File: config.mk
export PLATFORM = sky130hd
export DESIGN_NAME = jtc_tap_chain
export DESIGN_NICKNAME = d
export VERILOG_FILES = /design/src/jtc_pkg.sv /design/src/jtc_sec_mem.sv /design/src/jtc_tap_chain.sv
export VERILOG_INCLUDE_DIRS = /design/src
export SDC_FILE = /design/constraint.sdc
export NUM_CORES = 1
export LEC_CHECK = 0
export BUFFER_PORTS_ARGS = -buffer_cell sky130_fd_sc_hd__buf_2
export CORE_MARGIN = 1
export CORE_UTILIZATION = 60
export CTS_CLUSTER_DIAMETER = 60
export DETAILED_ROUTE_END_ITERATION = 6
export GPL_ROUTABILITY_DRIVEN = 0
export PLACE_DENSITY = 0.84
export SLEW_MARGIN = 30
export SYNTH_ARGS = -nofsm -noshare
export SYNTH_HDL_FRONTEND = slang
export SYNTH_HIERARCHICAL = 1
export SYNTH_SLANG_ARGS = --single-unit
File: constraint.sdc
create_clock -name ref_clk_in -period 4 [get_ports ref_clk_in]
set_clock_uncertainty 0.05 [all_clocks]
set_input_delay 1 -clock ref_clk_in [delete_from_list [all_inputs] [get_ports ref_clk_in]]
set_output_delay 1 -clock ref_clk_in [all_outputs]
set_load 0.01 [all_outputs]
File: src/jtc_map.svh
`ifndef JTC_MAP_SVH
`define JTC_MAP_SVH

// instruction register
`define JTC_IR_W 4
`define JTC_IR_CAPTURE 4'h1
`define JTC_OP_EXTEST 4'h0
`define JTC_OP_DEVICE_IDENTIFICATION_WORD 4'h1
`define JTC_OP_USERCODE 4'h2
`define JTC_OP_CORE 4'h3
`define JTC_OP_SAMPLE 4'h4
`define JTC_OP_BYPASS 4'hf

// data register lengths
`define JTC_DR_W 34
`define JTC_LEN_BYP 6'd1
`define JTC_LEN_WORD 6'd32
`define JTC_LEN_CORE 6'd34

// identification word layout
`define JTC_ID_ONE 1'b1
`define JTC_UC_UNUSED 6'h00

// security word fields
`define JTC_SEC_JTAG_DIS 0
`define JTC_SEC_OTP_DIS 13
`define JTC_SEC_UID_HI 31
`define JTC_SEC_UID_LO 22
`define JTC_SEC_RESET 32'h0000_0000

// core access targets
`define JTC_TGT_TILE 2'h0
`define JTC_TGT_SWITCH 2'h1
`define JTC_TGT_OTP 2'h2

`endif

File: src/jtc_pkg.sv
package jtc_pkg;

   typedef enum logic [15:0] {
      TAP_TLR = 16'h0001,
      TAP_RTI = 16'h0002,
      TAP_SEL_DR = 16'h0004,
      TAP_CAP_DR = 16'h0008,
      TAP_SH_DR = 16'h0010,
      TAP_EX1_DR = 16'h0020,
      TAP_PA_DR = 16'h0040,
      TAP_EX2_DR = 16'h0080,
      TAP_UPD_DR = 16'h0100,
      TAP_SEL_IR = 16'h0200,
      TAP_CAP_IR = 16'h0400,
      TAP_SH_IR = 16'h0800,
      TAP_EX1_IR = 16'h1000,
      TAP_PA_IR = 16'h2000,
      TAP_EX2_IR = 16'h4000,
      TAP_UPD_IR = 16'h8000
   } jtc_tap_t;

   typedef logic [1:0] jtc_target_t;

endpackage : jtc_pkg

File: src/jtc_sec_mem.sv
`timescale 1ns/100ps
`default_nettype none
`include "jtc_map.svh"

module jtc_sec_mem (
   input wire logic ref_clk_in,
   input wire logic reset_in,
   input wire logic load_in,
   input wire logic [31:0] word_in,
   output logic [31:0] word_out
);
   import jtc_pkg::*;

   typedef struct packed {
      logic [31:0] mem;
      logic [31:0] rd;
   } jtc_sec_st_t;

   jtc_sec_st_t st_q, st_d;

   // word loaded from otp at power up, read copy registered
   always_comb begin
      st_d = st_q;
      if (load_in) begin
         st_d.mem = word_in;
      end
      st_d.rd = st_q.mem;
   end

   always_ff @(posedge ref_clk_in) begin
      if (reset_in) begin
         st_q <= '{mem: `JTC_SEC_RESET, rd: `JTC_SEC_RESET};
      end else begin
         st_q <= st_d;
      end
   end

   assign word_out = st_q.rd;

endmodule : jtc_sec_mem
`default_nettype wire

File: src/jtc_tap_chain.sv
// Function
// RQ1 - after reset the chain holds a boundary-scan TAP and a core-access TAP
// RQ2 - boundary-scan TAP follows 1149.1 and scans the I/O pins
// RQ3 - core-access TAP reaches tile, switch and OTP for code load and debug
// RQ4 - board holds test reset low at power up and 100 ns after
// RQ5 - test reset held low keeps the whole JTAG logic in reset; code resets only the TAP state, both instructions and the TDO enable
// RQ6 - DEVICE_IDENTIFICATION_WORD selects a 32-bit identification word with bit 0 one
// RQ7 - USERCODE selects a 32-bit word: user ID, unused, silicon revision
// RQ8 - user ID comes from security bits 31..22, zero when unprogrammed
// RQ9 - active-low global reset resets everything without a clock; code does not reset the security word store, which only reset_in clears
// RQ10 - after global reset wait for PLL lock, then boot by boot mode
// RQ11 - board holds global reset low at power up and 100 ns after
// RQ12 - security bits 31..22 hold the user ID extension read by USERCODE
// RQ13 - security bit 0 set disables JTAG access to tile state
// RQ14 - ID word: version 31:28, part 27:12, maker 11:1, one in bit 0
`timescale 1ns/100ps
`default_nettype none
`include "jtc_map.svh"

module jtc_tap_chain #(
   parameter int NUM_IO = 16,
   // identity values below are arbitrary
   parameter logic [3:0] ID_VERSION = 4'h0,
   parameter logic [15:0] ID_PART = 16'h0001,
   parameter logic [10:0] ID_MAKER = 11'h001,
   parameter logic [15:0] SILICON_REV = 16'h0001
) (
   input wire logic ref_clk_in,
   input wire logic reset_in,
   input wire logic glob_rst_n_in,
   input wire logic tck_in,
   input wire logic tms_in,
   input wire logic tdi_in,
   input wire logic trst_n_in,
   input wire logic pll_lock_in,
   input wire logic [1:0] boot_mode_in,
   input wire logic [NUM_IO-1:0] io_pin_in,
   input wire logic sec_load_in,
   input wire logic [31:0] sec_word_in,
   input wire logic [31:0] core_rdata_in,
   output logic tdo_out,
   output logic tdo_oe_n_out,
   output logic bs_mode_out,
   output logic [NUM_IO-1:0] bs_pin_out,
   output logic core_wr_out,
   output logic core_rd_out,
   output jtc_pkg::jtc_target_t core_sel_out,
   output logic [31:0] core_wdata_out,
   output logic boot_start_out,
   output logic [1:0] boot_mode_out
);
   import jtc_pkg::*;

   typedef struct packed {
      logic [1:0] tck_s;
      logic tck_d;
      logic [1:0] tms_s;
      logic [1:0] tdi_s;
      logic [1:0] trst_s;
      logic [1:0] lock_s;
      logic [1:0] boot_s0;
      logic [1:0] boot_s1;
      logic [NUM_IO-1:0] io_s0;
      logic [NUM_IO-1:0] io_s1;
      jtc_tap_t tap;
      logic [`JTC_IR_W-1:0] ir_bs;
      logic [`JTC_IR_W-1:0] ir_ca;
      logic [`JTC_IR_W-1:0] irs_bs;
      logic [`JTC_IR_W-1:0] irs_ca;
      logic [`JTC_DR_W-1:0] dr_bs;
      logic [`JTC_DR_W-1:0] dr_ca;
      logic tdo;
      logic tdo_oe_n;
      logic bs_mode;
      logic [NUM_IO-1:0] bs_pin;
      logic core_wr;
      logic core_rd;
      jtc_target_t core_sel;
      logic [31:0] core_wdata;
      logic boot_start;
      logic [1:0] boot_mode;
   } jtc_state_t;

   localparam jtc_state_t ST_RST = '{
      tap: TAP_TLR,
      ir_bs: `JTC_OP_DEVICE_IDENTIFICATION_WORD,
      ir_ca: `JTC_OP_DEVICE_IDENTIFICATION_WORD,
      tdo_oe_n: 1'b1,
      default: '0
   };

   jtc_state_t st_q, st_d;
   logic [31:0] sec_word;
   logic locked;
   logic tck_rise;
   logic tck_fall;
   logic [`JTC_IR_W-1:0] ins_bs;
   logic [`JTC_IR_W-1:0] ins_ca;
   logic [31:0] id_word;
   logic [31:0] user_word;

   ////////////////////////////////////////////////////////////////////////////
   // security word store

   jtc_sec_mem u_sec (
      .ref_clk_in(ref_clk_in),
      .reset_in(reset_in),
      .load_in(sec_load_in),
      .word_in(sec_word_in),
      .word_out(sec_word)
   );

   ////////////////////////////////////////////////////////////////////////////
   // helpers

   function automatic jtc_tap_t jtc_tap_next(input jtc_tap_t s, input logic tms);
      unique case (s)
         TAP_TLR: return tms ? TAP_TLR : TAP_RTI;
         TAP_RTI: return tms ? TAP_SEL_DR : TAP_RTI;
         TAP_SEL_DR: return tms ? TAP_SEL_IR : TAP_CAP_DR;
         TAP_CAP_DR: return tms ? TAP_EX1_DR : TAP_SH_DR;
         TAP_SH_DR: return tms ? TAP_EX1_DR : TAP_SH_DR;
         TAP_EX1_DR: return tms ? TAP_UPD_DR : TAP_PA_DR;
         TAP_PA_DR: return tms ? TAP_EX2_DR : TAP_PA_DR;
         TAP_EX2_DR: return tms ? TAP_UPD_DR : TAP_SH_DR;
         TAP_UPD_DR: return tms ? TAP_SEL_DR : TAP_RTI;
         TAP_SEL_IR: return tms ? TAP_TLR : TAP_CAP_IR;
         TAP_CAP_IR: return tms ? TAP_EX1_IR : TAP_SH_IR;
         TAP_SH_IR: return tms ? TAP_EX1_IR : TAP_SH_IR;
         TAP_EX1_IR: return tms ? TAP_UPD_IR : TAP_PA_IR;
         TAP_PA_IR: return tms ? TAP_EX2_IR : TAP_PA_IR;
         TAP_EX2_IR: return tms ? TAP_UPD_IR : TAP_SH_IR;
         TAP_UPD_IR: return tms ? TAP_SEL_DR : TAP_RTI;
         default: return TAP_TLR;
      endcase
   endfunction : jtc_tap_next

   // length of the register selected by an instruction
   function automatic logic [5:0] jtc_dr_len(input logic [`JTC_IR_W-1:0] ins);
      unique case (ins)
         `JTC_OP_DEVICE_IDENTIFICATION_WORD, `JTC_OP_USERCODE: return `JTC_LEN_WORD;
         `JTC_OP_CORE: return `JTC_LEN_CORE;
         `JTC_OP_EXTEST, `JTC_OP_SAMPLE: return 6'(NUM_IO);
         default: return `JTC_LEN_BYP;
      endcase
   endfunction : jtc_dr_len

   // shift right, new bit enters at the top of the selected length
   function automatic logic [`JTC_DR_W-1:0] jtc_shift(input logic [`JTC_DR_W-1:0] v,
                                                      input logic b, input logic [5:0] len);
      logic [`JTC_DR_W-1:0] r;
      r = v >> 1;
      r[len - 6'd1] = b;
      return r;
   endfunction : jtc_shift

   ////////////////////////////////////////////////////////////////////////////
   // decode

   // RQ13 jtag disable bit
   assign locked = sec_word[`JTC_SEC_JTAG_DIS];
   assign tck_rise = st_q.tck_s[1] & ~st_q.tck_d;
   assign tck_fall = ~st_q.tck_s[1] & st_q.tck_d;
   assign ins_bs = locked ? `JTC_OP_BYPASS : st_q.ir_bs;
   assign ins_ca = locked ? `JTC_OP_BYPASS : st_q.ir_ca;
   // RQ14 id word layout
   assign id_word = {ID_VERSION, ID_PART, ID_MAKER, `JTC_ID_ONE};
   // RQ8 RQ12 user id from security bits
   assign user_word = {sec_word[`JTC_SEC_UID_HI:`JTC_SEC_UID_LO], `JTC_UC_UNUSED, SILICON_REV};

   ////////////////////////////////////////////////////////////////////////////
   // next state

   always_comb begin
      st_d = st_q;
      st_d.tck_s = {st_q.tck_s[0], tck_in};
      st_d.tck_d = st_q.tck_s[1];
      st_d.tms_s = {st_q.tms_s[0], tms_in};
      st_d.tdi_s = {st_q.tdi_s[0], tdi_in};
      st_d.trst_s = {st_q.trst_s[0], trst_n_in};
      st_d.lock_s = {st_q.lock_s[0], pll_lock_in};
      st_d.boot_s0 = boot_mode_in;
      st_d.boot_s1 = st_q.boot_s0;
      st_d.io_s0 = io_pin_in;
      st_d.io_s1 = st_q.io_s0;
      st_d.core_wr = 1'b0;
      st_d.core_rd = 1'b0;
      // RQ2 extest drives pins from update stage
      st_d.bs_mode = (ins_bs == `JTC_OP_EXTEST);

      // RQ10 boot only after pll lock
      if (!st_q.boot_start && st_q.lock_s[1]) begin
         st_d.boot_start = 1'b1;
         st_d.boot_mode = st_q.boot_s1;
      end

      // RQ5 test reset holds tap logic
      if (!st_q.trst_s[1]) begin
         st_d.tap = TAP_TLR;
         st_d.ir_bs = `JTC_OP_DEVICE_IDENTIFICATION_WORD;
         st_d.ir_ca = `JTC_OP_DEVICE_IDENTIFICATION_WORD;
         st_d.tdo_oe_n = 1'b1;
      end else if (tck_rise) begin
         st_d.tap = jtc_tap_next(st_q.tap, st_q.tms_s[1]);
         unique case (st_q.tap)
            // RQ1 both taps reset to id
            TAP_TLR: begin
               st_d.ir_bs = `JTC_OP_DEVICE_IDENTIFICATION_WORD;
               st_d.ir_ca = `JTC_OP_DEVICE_IDENTIFICATION_WORD;
            end
            TAP_CAP_IR: begin
               st_d.irs_bs = `JTC_IR_CAPTURE;
               st_d.irs_ca = `JTC_IR_CAPTURE;
            end
            TAP_SH_IR: begin
               st_d.irs_bs = {st_q.tdi_s[1], st_q.irs_bs[`JTC_IR_W-1:1]};
               st_d.irs_ca = {st_q.irs_bs[0], st_q.irs_ca[`JTC_IR_W-1:1]};
            end
            TAP_UPD_IR: begin
               st_d.ir_bs = st_q.irs_bs;
               st_d.ir_ca = st_q.irs_ca;
            end
            TAP_CAP_DR: begin
               // RQ2 boundary tap capture
               unique case (ins_bs)
                  `JTC_OP_DEVICE_IDENTIFICATION_WORD: st_d.dr_bs = `JTC_DR_W'(id_word);
                  `JTC_OP_USERCODE: st_d.dr_bs = `JTC_DR_W'(user_word);
                  `JTC_OP_EXTEST, `JTC_OP_SAMPLE: st_d.dr_bs = `JTC_DR_W'(st_q.io_s1);
                  default: st_d.dr_bs = '0;
               endcase
               // RQ6 RQ7 identification and user words
               unique case (ins_ca)
                  `JTC_OP_DEVICE_IDENTIFICATION_WORD: st_d.dr_ca = `JTC_DR_W'(id_word);
                  `JTC_OP_USERCODE: st_d.dr_ca = `JTC_DR_W'(user_word);
                  `JTC_OP_CORE: begin
                     st_d.dr_ca = {st_q.core_sel, core_rdata_in};
                     st_d.core_rd = 1'b1;
                  end
                  default: st_d.dr_ca = '0;
               endcase
            end
            TAP_SH_DR: begin
               st_d.dr_bs = jtc_shift(st_q.dr_bs, st_q.tdi_s[1], jtc_dr_len(ins_bs));
               st_d.dr_ca = jtc_shift(st_q.dr_ca, st_q.dr_bs[0], jtc_dr_len(ins_ca));
            end
            TAP_UPD_DR: begin
               if (ins_bs == `JTC_OP_EXTEST || ins_bs == `JTC_OP_SAMPLE) begin
                  st_d.bs_pin = st_q.dr_bs[NUM_IO-1:0];
               end
               // RQ3 core access, otp gated by its own lock
               if (ins_ca == `JTC_OP_CORE) begin
                  st_d.core_sel = st_q.dr_ca[33:32];
                  st_d.core_wdata = st_q.dr_ca[31:0];
                  st_d.core_wr = !(st_q.dr_ca[33:32] == `JTC_TGT_OTP &&
                                   sec_word[`JTC_SEC_OTP_DIS]);
               end
            end
            default: begin
            end
         endcase
      end else if (tck_fall) begin
         st_d.tdo = (st_q.tap == TAP_SH_IR) ? st_q.irs_ca[0] : st_q.dr_ca[0];
         st_d.tdo_oe_n = !(st_q.tap == TAP_SH_IR || st_q.tap == TAP_SH_DR);
      end
   end

   ////////////////////////////////////////////////////////////////////////////
   // state register

   // RQ9 global reset acts without clock
   always_ff @(posedge ref_clk_in or negedge glob_rst_n_in) begin
      if (!glob_rst_n_in) begin
         st_q <= ST_RST;
      end else if (reset_in) begin
         st_q <= ST_RST;
      end else begin
         st_q <= st_d;
      end
   end

   assign tdo_out = st_q.tdo;
   assign tdo_oe_n_out = st_q.tdo_oe_n;
   assign bs_mode_out = st_q.bs_mode;
   assign bs_pin_out = st_q.bs_pin;
   assign core_wr_out = st_q.core_wr;
   assign core_rd_out = st_q.core_rd;
   assign core_sel_out = st_q.core_sel;
   assign core_wdata_out = st_q.core_wdata;
   assign boot_start_out = st_q.boot_start;
   assign boot_mode_out = st_q.boot_mode;

   logic cap_dr_edge;
   assign cap_dr_edge = tck_rise && st_q.trst_s[1] && st_q.tap == TAP_CAP_DR;
endmodule : jtc_tap_chain
`default_nettype wire

After elaboration in Yosys (flattened, before gate mapping)
Cells that the tools add are included.
{ "totals": {"ff_bits": 269, "input_bits": 91, "elab_cells": 155} }
{ "op_classes": {"magnitude_cmp": 4, "eq_ne": 30, "addsub": 2, "n_bitwise": 4, "n_mux": 52, "reduce_logical": 34} }
{ "op_table": {"columns": ["op", "n"], "rows": [
  ["two-way mux 205 bit", 1],
  ["case mux 16 bit (12 select lines)", 1],
  ["case mux 68 bit (2 select lines)", 1],
  ["two-way mux 52 bit", 2],
  ["case mux 34 bit (3 select lines)", 1],
  ["two-way mux 100 bit", 1],
  ["case mux 32 bit (3 select lines)", 1],
  ["two-way mux 77 bit", 1],
  ["bitwise mux 34 bit", 2],
  ["two-way mux 34 bit", 2],
  ["two-way mux 16 bit", 3],
  ["two-way mux 6 bit", 7],
  ["case mux 6 bit (3 select lines)", 2],
  ["case mux 8 bit (2 select lines)", 2],
  ["two-way mux 24 bit", 1],
  ["two-way mux 9 bit", 2],
  ["two-way mux 17 bit", 1],
  ["== test 16 x 1 -> 1 bit, second input constant", 1],
  ["== test 16 x 10 -> 1 bit, second input constant", 1],
  ["== test 16 x 11 -> 1 bit, second input constant", 1],
  ["== test 16 x 12 -> 1 bit, second input constant", 1],
  ["== test 16 x 13 -> 1 bit, second input constant", 1],
  ["== test 16 x 14 -> 1 bit, second input constant", 1],
  ["== test 16 x 15 -> 1 bit, second input constant", 1],
  ["other kinds (43)", 88]
]} }

Depth between registers and ports, before layout
Gate-level depths: netlist (run 1).
{ "depth": {"ltp_word": 17, "ltp_mapped": 10} }

Cells and area by module
Netlist (run 1), hierarchy kept.
{ "by_module_without_submodules": {"columns": ["mod", "seq_area_each_um2", "cells_each", "area_per_inst_um2", "instances"], "rows": [
  ["jtc_tap_chain", 5134.9, 930, 9469.1, 1],
  ["jtc_sec_mem", 1281.2, 171, 2028.2, 1]
]} }

Worst setup path before layout (run 1)
No wires, ideal clock.
{ "synth_path": {"kind": "input -> register", "startpoint": "input port reset_in", "endpoint": "register st_q[91] (netlist name)", "stages": 6, "arrival_ns": 2.148, "setup_slack_ns": 1.726, "setup_ns": 0.076, "cell_sequence": "clkbuf_1 -> inv_1 -> nand2_1 -> nor3_1 -> nand2_1 -> o21ai_1"} }
{ "synth_between": {"elab_chain_cells": 2, "elab_cells_between_ends": 5, "classes_between": "mux: 1; reduce/logical: 4"} }
{ "synth_lines": {"columns": ["item", "line", "text"], "rows": [
  ["from (decl)", "jtc_tap_chain.sv:29", "input wire logic reset_in,"],
  ["nonzero test 3 bit (no source line) / nonzero test 2 bit (equally long branches)", null, null],
  ["AND reduction 3 bit (no source line)", null, null],
  ["to (signal assigned)", "jtc_tap_chain.sv:277", "st_q <= st_d;"],
  ["to (decl)", "jtc_tap_chain.sv:92", "jtc_state_t st_q, st_d;"]
]} }
Parallel ways exist; a longest one is shown, timed or not.
A chain may end at the register's enable or synchronous reset.

Worst setup path in the final report (run 1)
{ "layout_path": {"startpoint": "register st_q, in the netlist st_d[202]", "endpoint": "register st_q, in the netlist core_wdata_out[7]"} }
{ "layout_between": {"elab_chain_cells": 3} }
{ "layout_lines": {"columns": ["item", "line", "text"], "rows": [
  ["AND 1 bit", "jtc_tap_chain.sv:162", "assign tck_rise = st_q.tck_s[1] & ~st_q.tck_d;"],
  ["nonzero test 2 bit (no source line)", null, null],
  ["AND reduction 4 bit (no source line)", null, null]
]} }
Every way passes these cells.

==> results of run 1 <==
==> critical path, stage by stage (launching register included) <==
cell      delay [ps]
dfrtp_1          440
nand3b_1         560
nor2_1           680
nand2_1          260
nor3_4           230
buf_4            380
a22o_1           200
==> power groups by stage <==
stage          clock network [uW]  registers (uW)  logic (uW)
2_1_floorplan                   0            2400        95.0
3_3_place_gp                    0            2410         176
3_5_place_dp                    0            2410         178
4_1_cts                      2270            2370         180
5_1_grt                      2370            2370         202
6_report                     2240            2370         179
==> placed cells by master, fill, tap and decap left out, types with 5 or more instances in the layout <==
cell / count
nand3_1: 39
nand2b_1: 7
buf_2: 127
nand2_1: 75
nor4_1: 5
o21ai_1: 9
a21oi_1: 65
and3_1: 45
clkbuf_8: 7
a22o_1: 56
nor2b_1: 60
mux2i_1: 29
clkbuf_16: 26
nor3_1: 17
inv_1: 29
clkinv_2: 6
dfxtp_1: 24
nor2_1: 37
nor4b_1: 7
nand4_1: 7
dfrtp_1: 201
o21ai_0: 89
buf_4: 14
==> layer usage <==
metal	GRT usage (%)	vias up	share of wire, %
met5	0	-	0
met4	7.854	0	2.1
met3	3.870	45	7.2
met2	39.62	297	47
met1	35.68	3582	44
li1	-	3529	-
==> cell type report <==
| cell class | count | area [um^2] | area share [%] |
|---|---|---|---|
| Clock inverter | 8 | 68.82 | 0.6049 |
| Clock buffer | 36 | 748.2 | 6.576 |
| Sequential cell | 229 | 5615 | 49.36 |
| Tap cell | 220 | 275.3 | 2.419 |
| Timing Repair Buffer | 145 | 809.5 | 7.115 |
| Inverter | 29 | 108.9 | 0.9568 |
| Multi-Input combinational cell | 611 | 3751 | 32.97 |
==> worst min-delay path by stage <==
stage,from,to,slack (ps),cells past startpoint
finish,u_sec/word_out[13],core_wr_out,400,1
global route,u_sec/word_out[13],core_wr_out,420,1
global placement,u_sec/word_out[13],core_wr_out,360,1
floorplan,u_sec/word_out[13],core_wr_out,360,1
CTS,u_sec/word_out[13],core_wr_out,400,1
detailed placement,u_sec/word_out[13],core_wr_out,380,1
==> state kept, by name (all words and copies together) (netlist names) <==
name	flops
core_rd_out	1
tdo_oe_n_out	1
boot_start_out	1
u_sec/word_out	12
tdo_out	1
bs_mode_out	1
u_sec/st_d	12
st_d	24
core_wdata_out	32
bs_pin_out	16
core_wr_out	1
st_q	123
boot_mode_out	2
core_sel_out	2
==> through the flow <==
stage               hold WS (ps)  area [um^2]  worst slack [ps]  util (%)  cells
global placement           364.6        10550              1179     63.36   1233
CTS                        395.6        11360              1170     68.27   1277
finish                     397.8        11380              1110     68.36   1278
floorplan                  356.7        10290              1726         -   1000
global route               417.6        11380              1031     68.36   1278
detailed placement         375.5        10550              1136     63.36   1233
==> results.ini, run 1 <==
[routing]
drc=0
drt-pass1-iter-count=5
drt_iter0_drc=791
routed_via_density=5.832
wl_per_cell_um=16.96
ant_nets=0
num_vias=7453
finalWirelength_mm=21.67

[clock_network]
post_cts_buffers=0
cts_tree=yes
clk_latency_ps=500
clk_pin_slew_ps=60
clock-sinks=229
clock-root-buffer=clkbuf_16
htree_levels=1
numCtsBuffers=24
clk_path_buf_depth=3
cts_hold_buffers=0
cts-resized-gates=0

[floorplanning]
core_area_um2=16640
ios=149
std_cell_rows=47
initial_core_util_pct=61.84
die_area_um2=17680
die_h_um=133.0
die_w_um=133.0

[power_and_ir_drop]
power_uw=4782
power.leakage_uw=0.005453
ir_worst_vdd_v=0.0002977
p_sw_uw=1010
seqPwrFrac_pct=49.5
p_comb_share_pct=3.7
power_frac_clock_pct=46.8
p_sw_share_pct=21.11
p_per_area_nw_per_um2=420.3
internal_power_uw=3772

[sta]
worstMarginPinSlew_ps=832.9
rsz0062_at_grt=no
max_freq_ghz=0.3460
setup_viol=0
slew_headroom_pct=44.33
setup_tns_ps=0
drv_slew=0
period_share_pct=72.25
hold_viol_final=0
period_needed_ps=2890

[worst_hold_path]
holdCritPathClass=reg2reg

[global_route]
antenna_found_initial=0
grt_max_degree=81
grt_pass1_vias=7110
grtUsageTotal_pct=25.05
grt_pass1_wl_mm=35.81
grt-ovfl-total=0

[critical_path]
startpoint=st_d[202]
crit_arrival_ps=3280
reg2reg_slack_ps=1110
start_kind=flip-flop
cp-endpoint=core_wdata_out[7]
worst-path-max-fanout=34
crit_type=reg2reg
reg2regPathDepth=6
reg2reg_to=core_wdata_out[7]
reg2reg_from=st_d[202]
cp-end-kind=flip-flop
required_ps=4390

[synthesis]
postSynthAreaPerCell_um2=10.29
netlist_area_um2=10290
syn_nets=1091
netlist_instances=1000
ys_warn_count=6

[layout]
antenna_cells=0
fillCellCount=1204
layout.nets=1131
synthToLayoutAreaGrowth_pct=10.55
drive_gt1_share_pct=19.85

[status]
status=complete, no violations

[run]
maxCapViolCount=0

[placed_design]
hpwl_mm=13.81
portBuffers=128

No activity file was read; power rests on OpenSTA's default activity.
==> run 2: changes to the inputs <==
- ABC_AREA: default -> 1
- CORE_UTILIZATION: 60 -> 53
- PLACE_DENSITY: 0.84 -> 0.79
- clock period: 4 -> 2.5 ns (I/O delays scaled with it)
==> run 2 against run 1 <==
Compared with the run above: fmax rose by 30%; count of clock-buffer cells in the layout is the same; die area grew 18%; combinational power rose by 89%; highest routed layer unchanged.
==> results.ini, run 2 <==
[sta]
setup_viol=0
drv_slew=0
setup_tns_ps=0
max_freq_ghz=0.4493
rsz0062_at_grt=no
worstMarginPinSlew_ps=727.4
hold_viol_final=0
period_needed_ps=2226
slew_headroom_pct=51.51
period_share_pct=89.02

[power_and_ir_drop]
p_sw_share_pct=21.20
power_frac_clock_pct=48.0
ir_worst_vdd_v=0.0005382
p_comb_share_pct=4.3
power.leakage_uw=0.005799
internal_power_uw=6262
p_per_area_nw_per_um2=660.7
power_uw=7947
p_sw_uw=1685
seqPwrFrac_pct=47.8

[routing]
wl_per_cell_um=14.71
num_vias=8219
drt-pass1-iter-count=6
drt_iter0_drc=604
finalWirelength_mm=23.35
drc=0
routed_via_density=5.179
ant_nets=0

[floorplanning]
ios=149
initial_core_util_pct=54.48
die_area_um2=20780
core_area_um2=19650
die_h_um=144.1
die_w_um=144.1
std_cell_rows=51

[worst_hold_path]
holdCritPathClass=in2async

[clock_network]
clk_pin_slew_ps=60
cts_hold_buffers=0
htree_levels=1
clock-root-buffer=clkbuf_16
cts-resized-gates=0
clock-sinks=229
clk_latency_ps=510
clk_path_buf_depth=3
post_cts_buffers=0
cts_tree=yes
numCtsBuffers=24

[layout]
largest_reg_flops=123
mostFrequentLayoutCell=dfrtp_1
layout.nets=1395
synthToLayoutAreaGrowth_pct=12.34
drive_gt1_share_pct=20.80
fillCellCount=1701
regMostFlops=st_q
final_cell_mix=dfrtp_1, inv_1, nand2_1
utilization_pct=61.20
antenna_cells=0

[global_route]
grtUsageTotal_pct=22.94
grt_pass1_wl_mm=37.74
grt_pass1_vias=7701
antenna_found_initial=0
grt_max_degree=66
grt-ovfl-total=0

[placed_design]
portBuffers=128
hpwl_mm=15.73

[synthesis]
syn_nets=1331
ys_warn_count=6
netlist_area_um2=10710
netlist_instances=1240
postSynthAreaPerCell_um2=8.635

[critical_path]
reg2reg_to=st_q[98]
reg2regPathDepth=10
start_kind=flip-flop
reg2reg_slack_ps=270
max_stage_delay_ps=400
required_ps=2840
reg2reg_from=st_q[151]
crit_buf_inv=1
crit_arrival_ps=2570
worst-path-max-fanout=25
path_cells=nor2_2 -> nand2_2 -> nor2_8 -> nand3_4 -> nand2_2 -> nand3_4 -> nand2_4 -> inv_2 -> nand2_1 -> o21ai_1
cp_top_family=simple AND/OR/NAND/NOR gates
crit_slowest_cell=dfrtp_1
crit_type=reg2reg
cp-end-kind=flip-flop

[status]
status=complete, no violations

[run]
maxCapViolCount=0

[run 2: area by class of cell]
class,count,area (um^2),area share [%]
Sequential cell,229,5615,46.68
Timing Repair Buffer,152,917.1,7.624
Tap cell,265,331.6,2.756
Clock buffer,36,716.9,5.960
Multi-Input combinational cell,689,3522,29.28
Clock inverter,8,140.1,1.165
Inverter,208,785.8,6.532
[run 2: per-layer routing]
metal	up-vias	routed length, um	track usage, %
li1	4008	-	-
met4	0	621	7.867
met1	3855	10340	32.07
met5	-	0	0
met2	301	10780	36.36
met3	55	1604	3.675
[run 2: how the worst max path moves through the flow]
stage / from / endpoint / slack [ps] / cells past startpoint
6_report: st_q[151] / st_q[98] / 270 / 10
2_1_floorplan: reset_in / bs_pin_out[10] / 610 / 9
3_5_place_dp: st_q[155] / st_q[98] / 340 / 10
4_1_cts: st_q[151] / st_q[98] / 330 / 10
3_3_place_gp: st_q[157] / st_q[105] / 400 / 10
5_1_grt: st_q[157] / st_q[98] / 120 / 10
[run 2: per-stage QoR]
stage	cell area, um^2	worst slack (ps)	hold WS (ps)	std cells
final	12030	274.5	9.637	1587
after global placement	11170	401.9	361.1	1543
after CTS	12030	327.5	29.76	1587
after global routing	12030	115.2	46.02	1587
after floorplan	10710	610.7	279.4	1240
after detailed placement	11170	343.5	365.3	1543
[run 2: power by group through the flow]
stage	sequential (uW)	clock [uW]	combinational (uW)
floorplan	3850	0	186
global placement	3860	0	334
detailed placement	3860	0	342
CTS	3800	3870	345
global route	3800	4030	386
finish	3800	3810	338
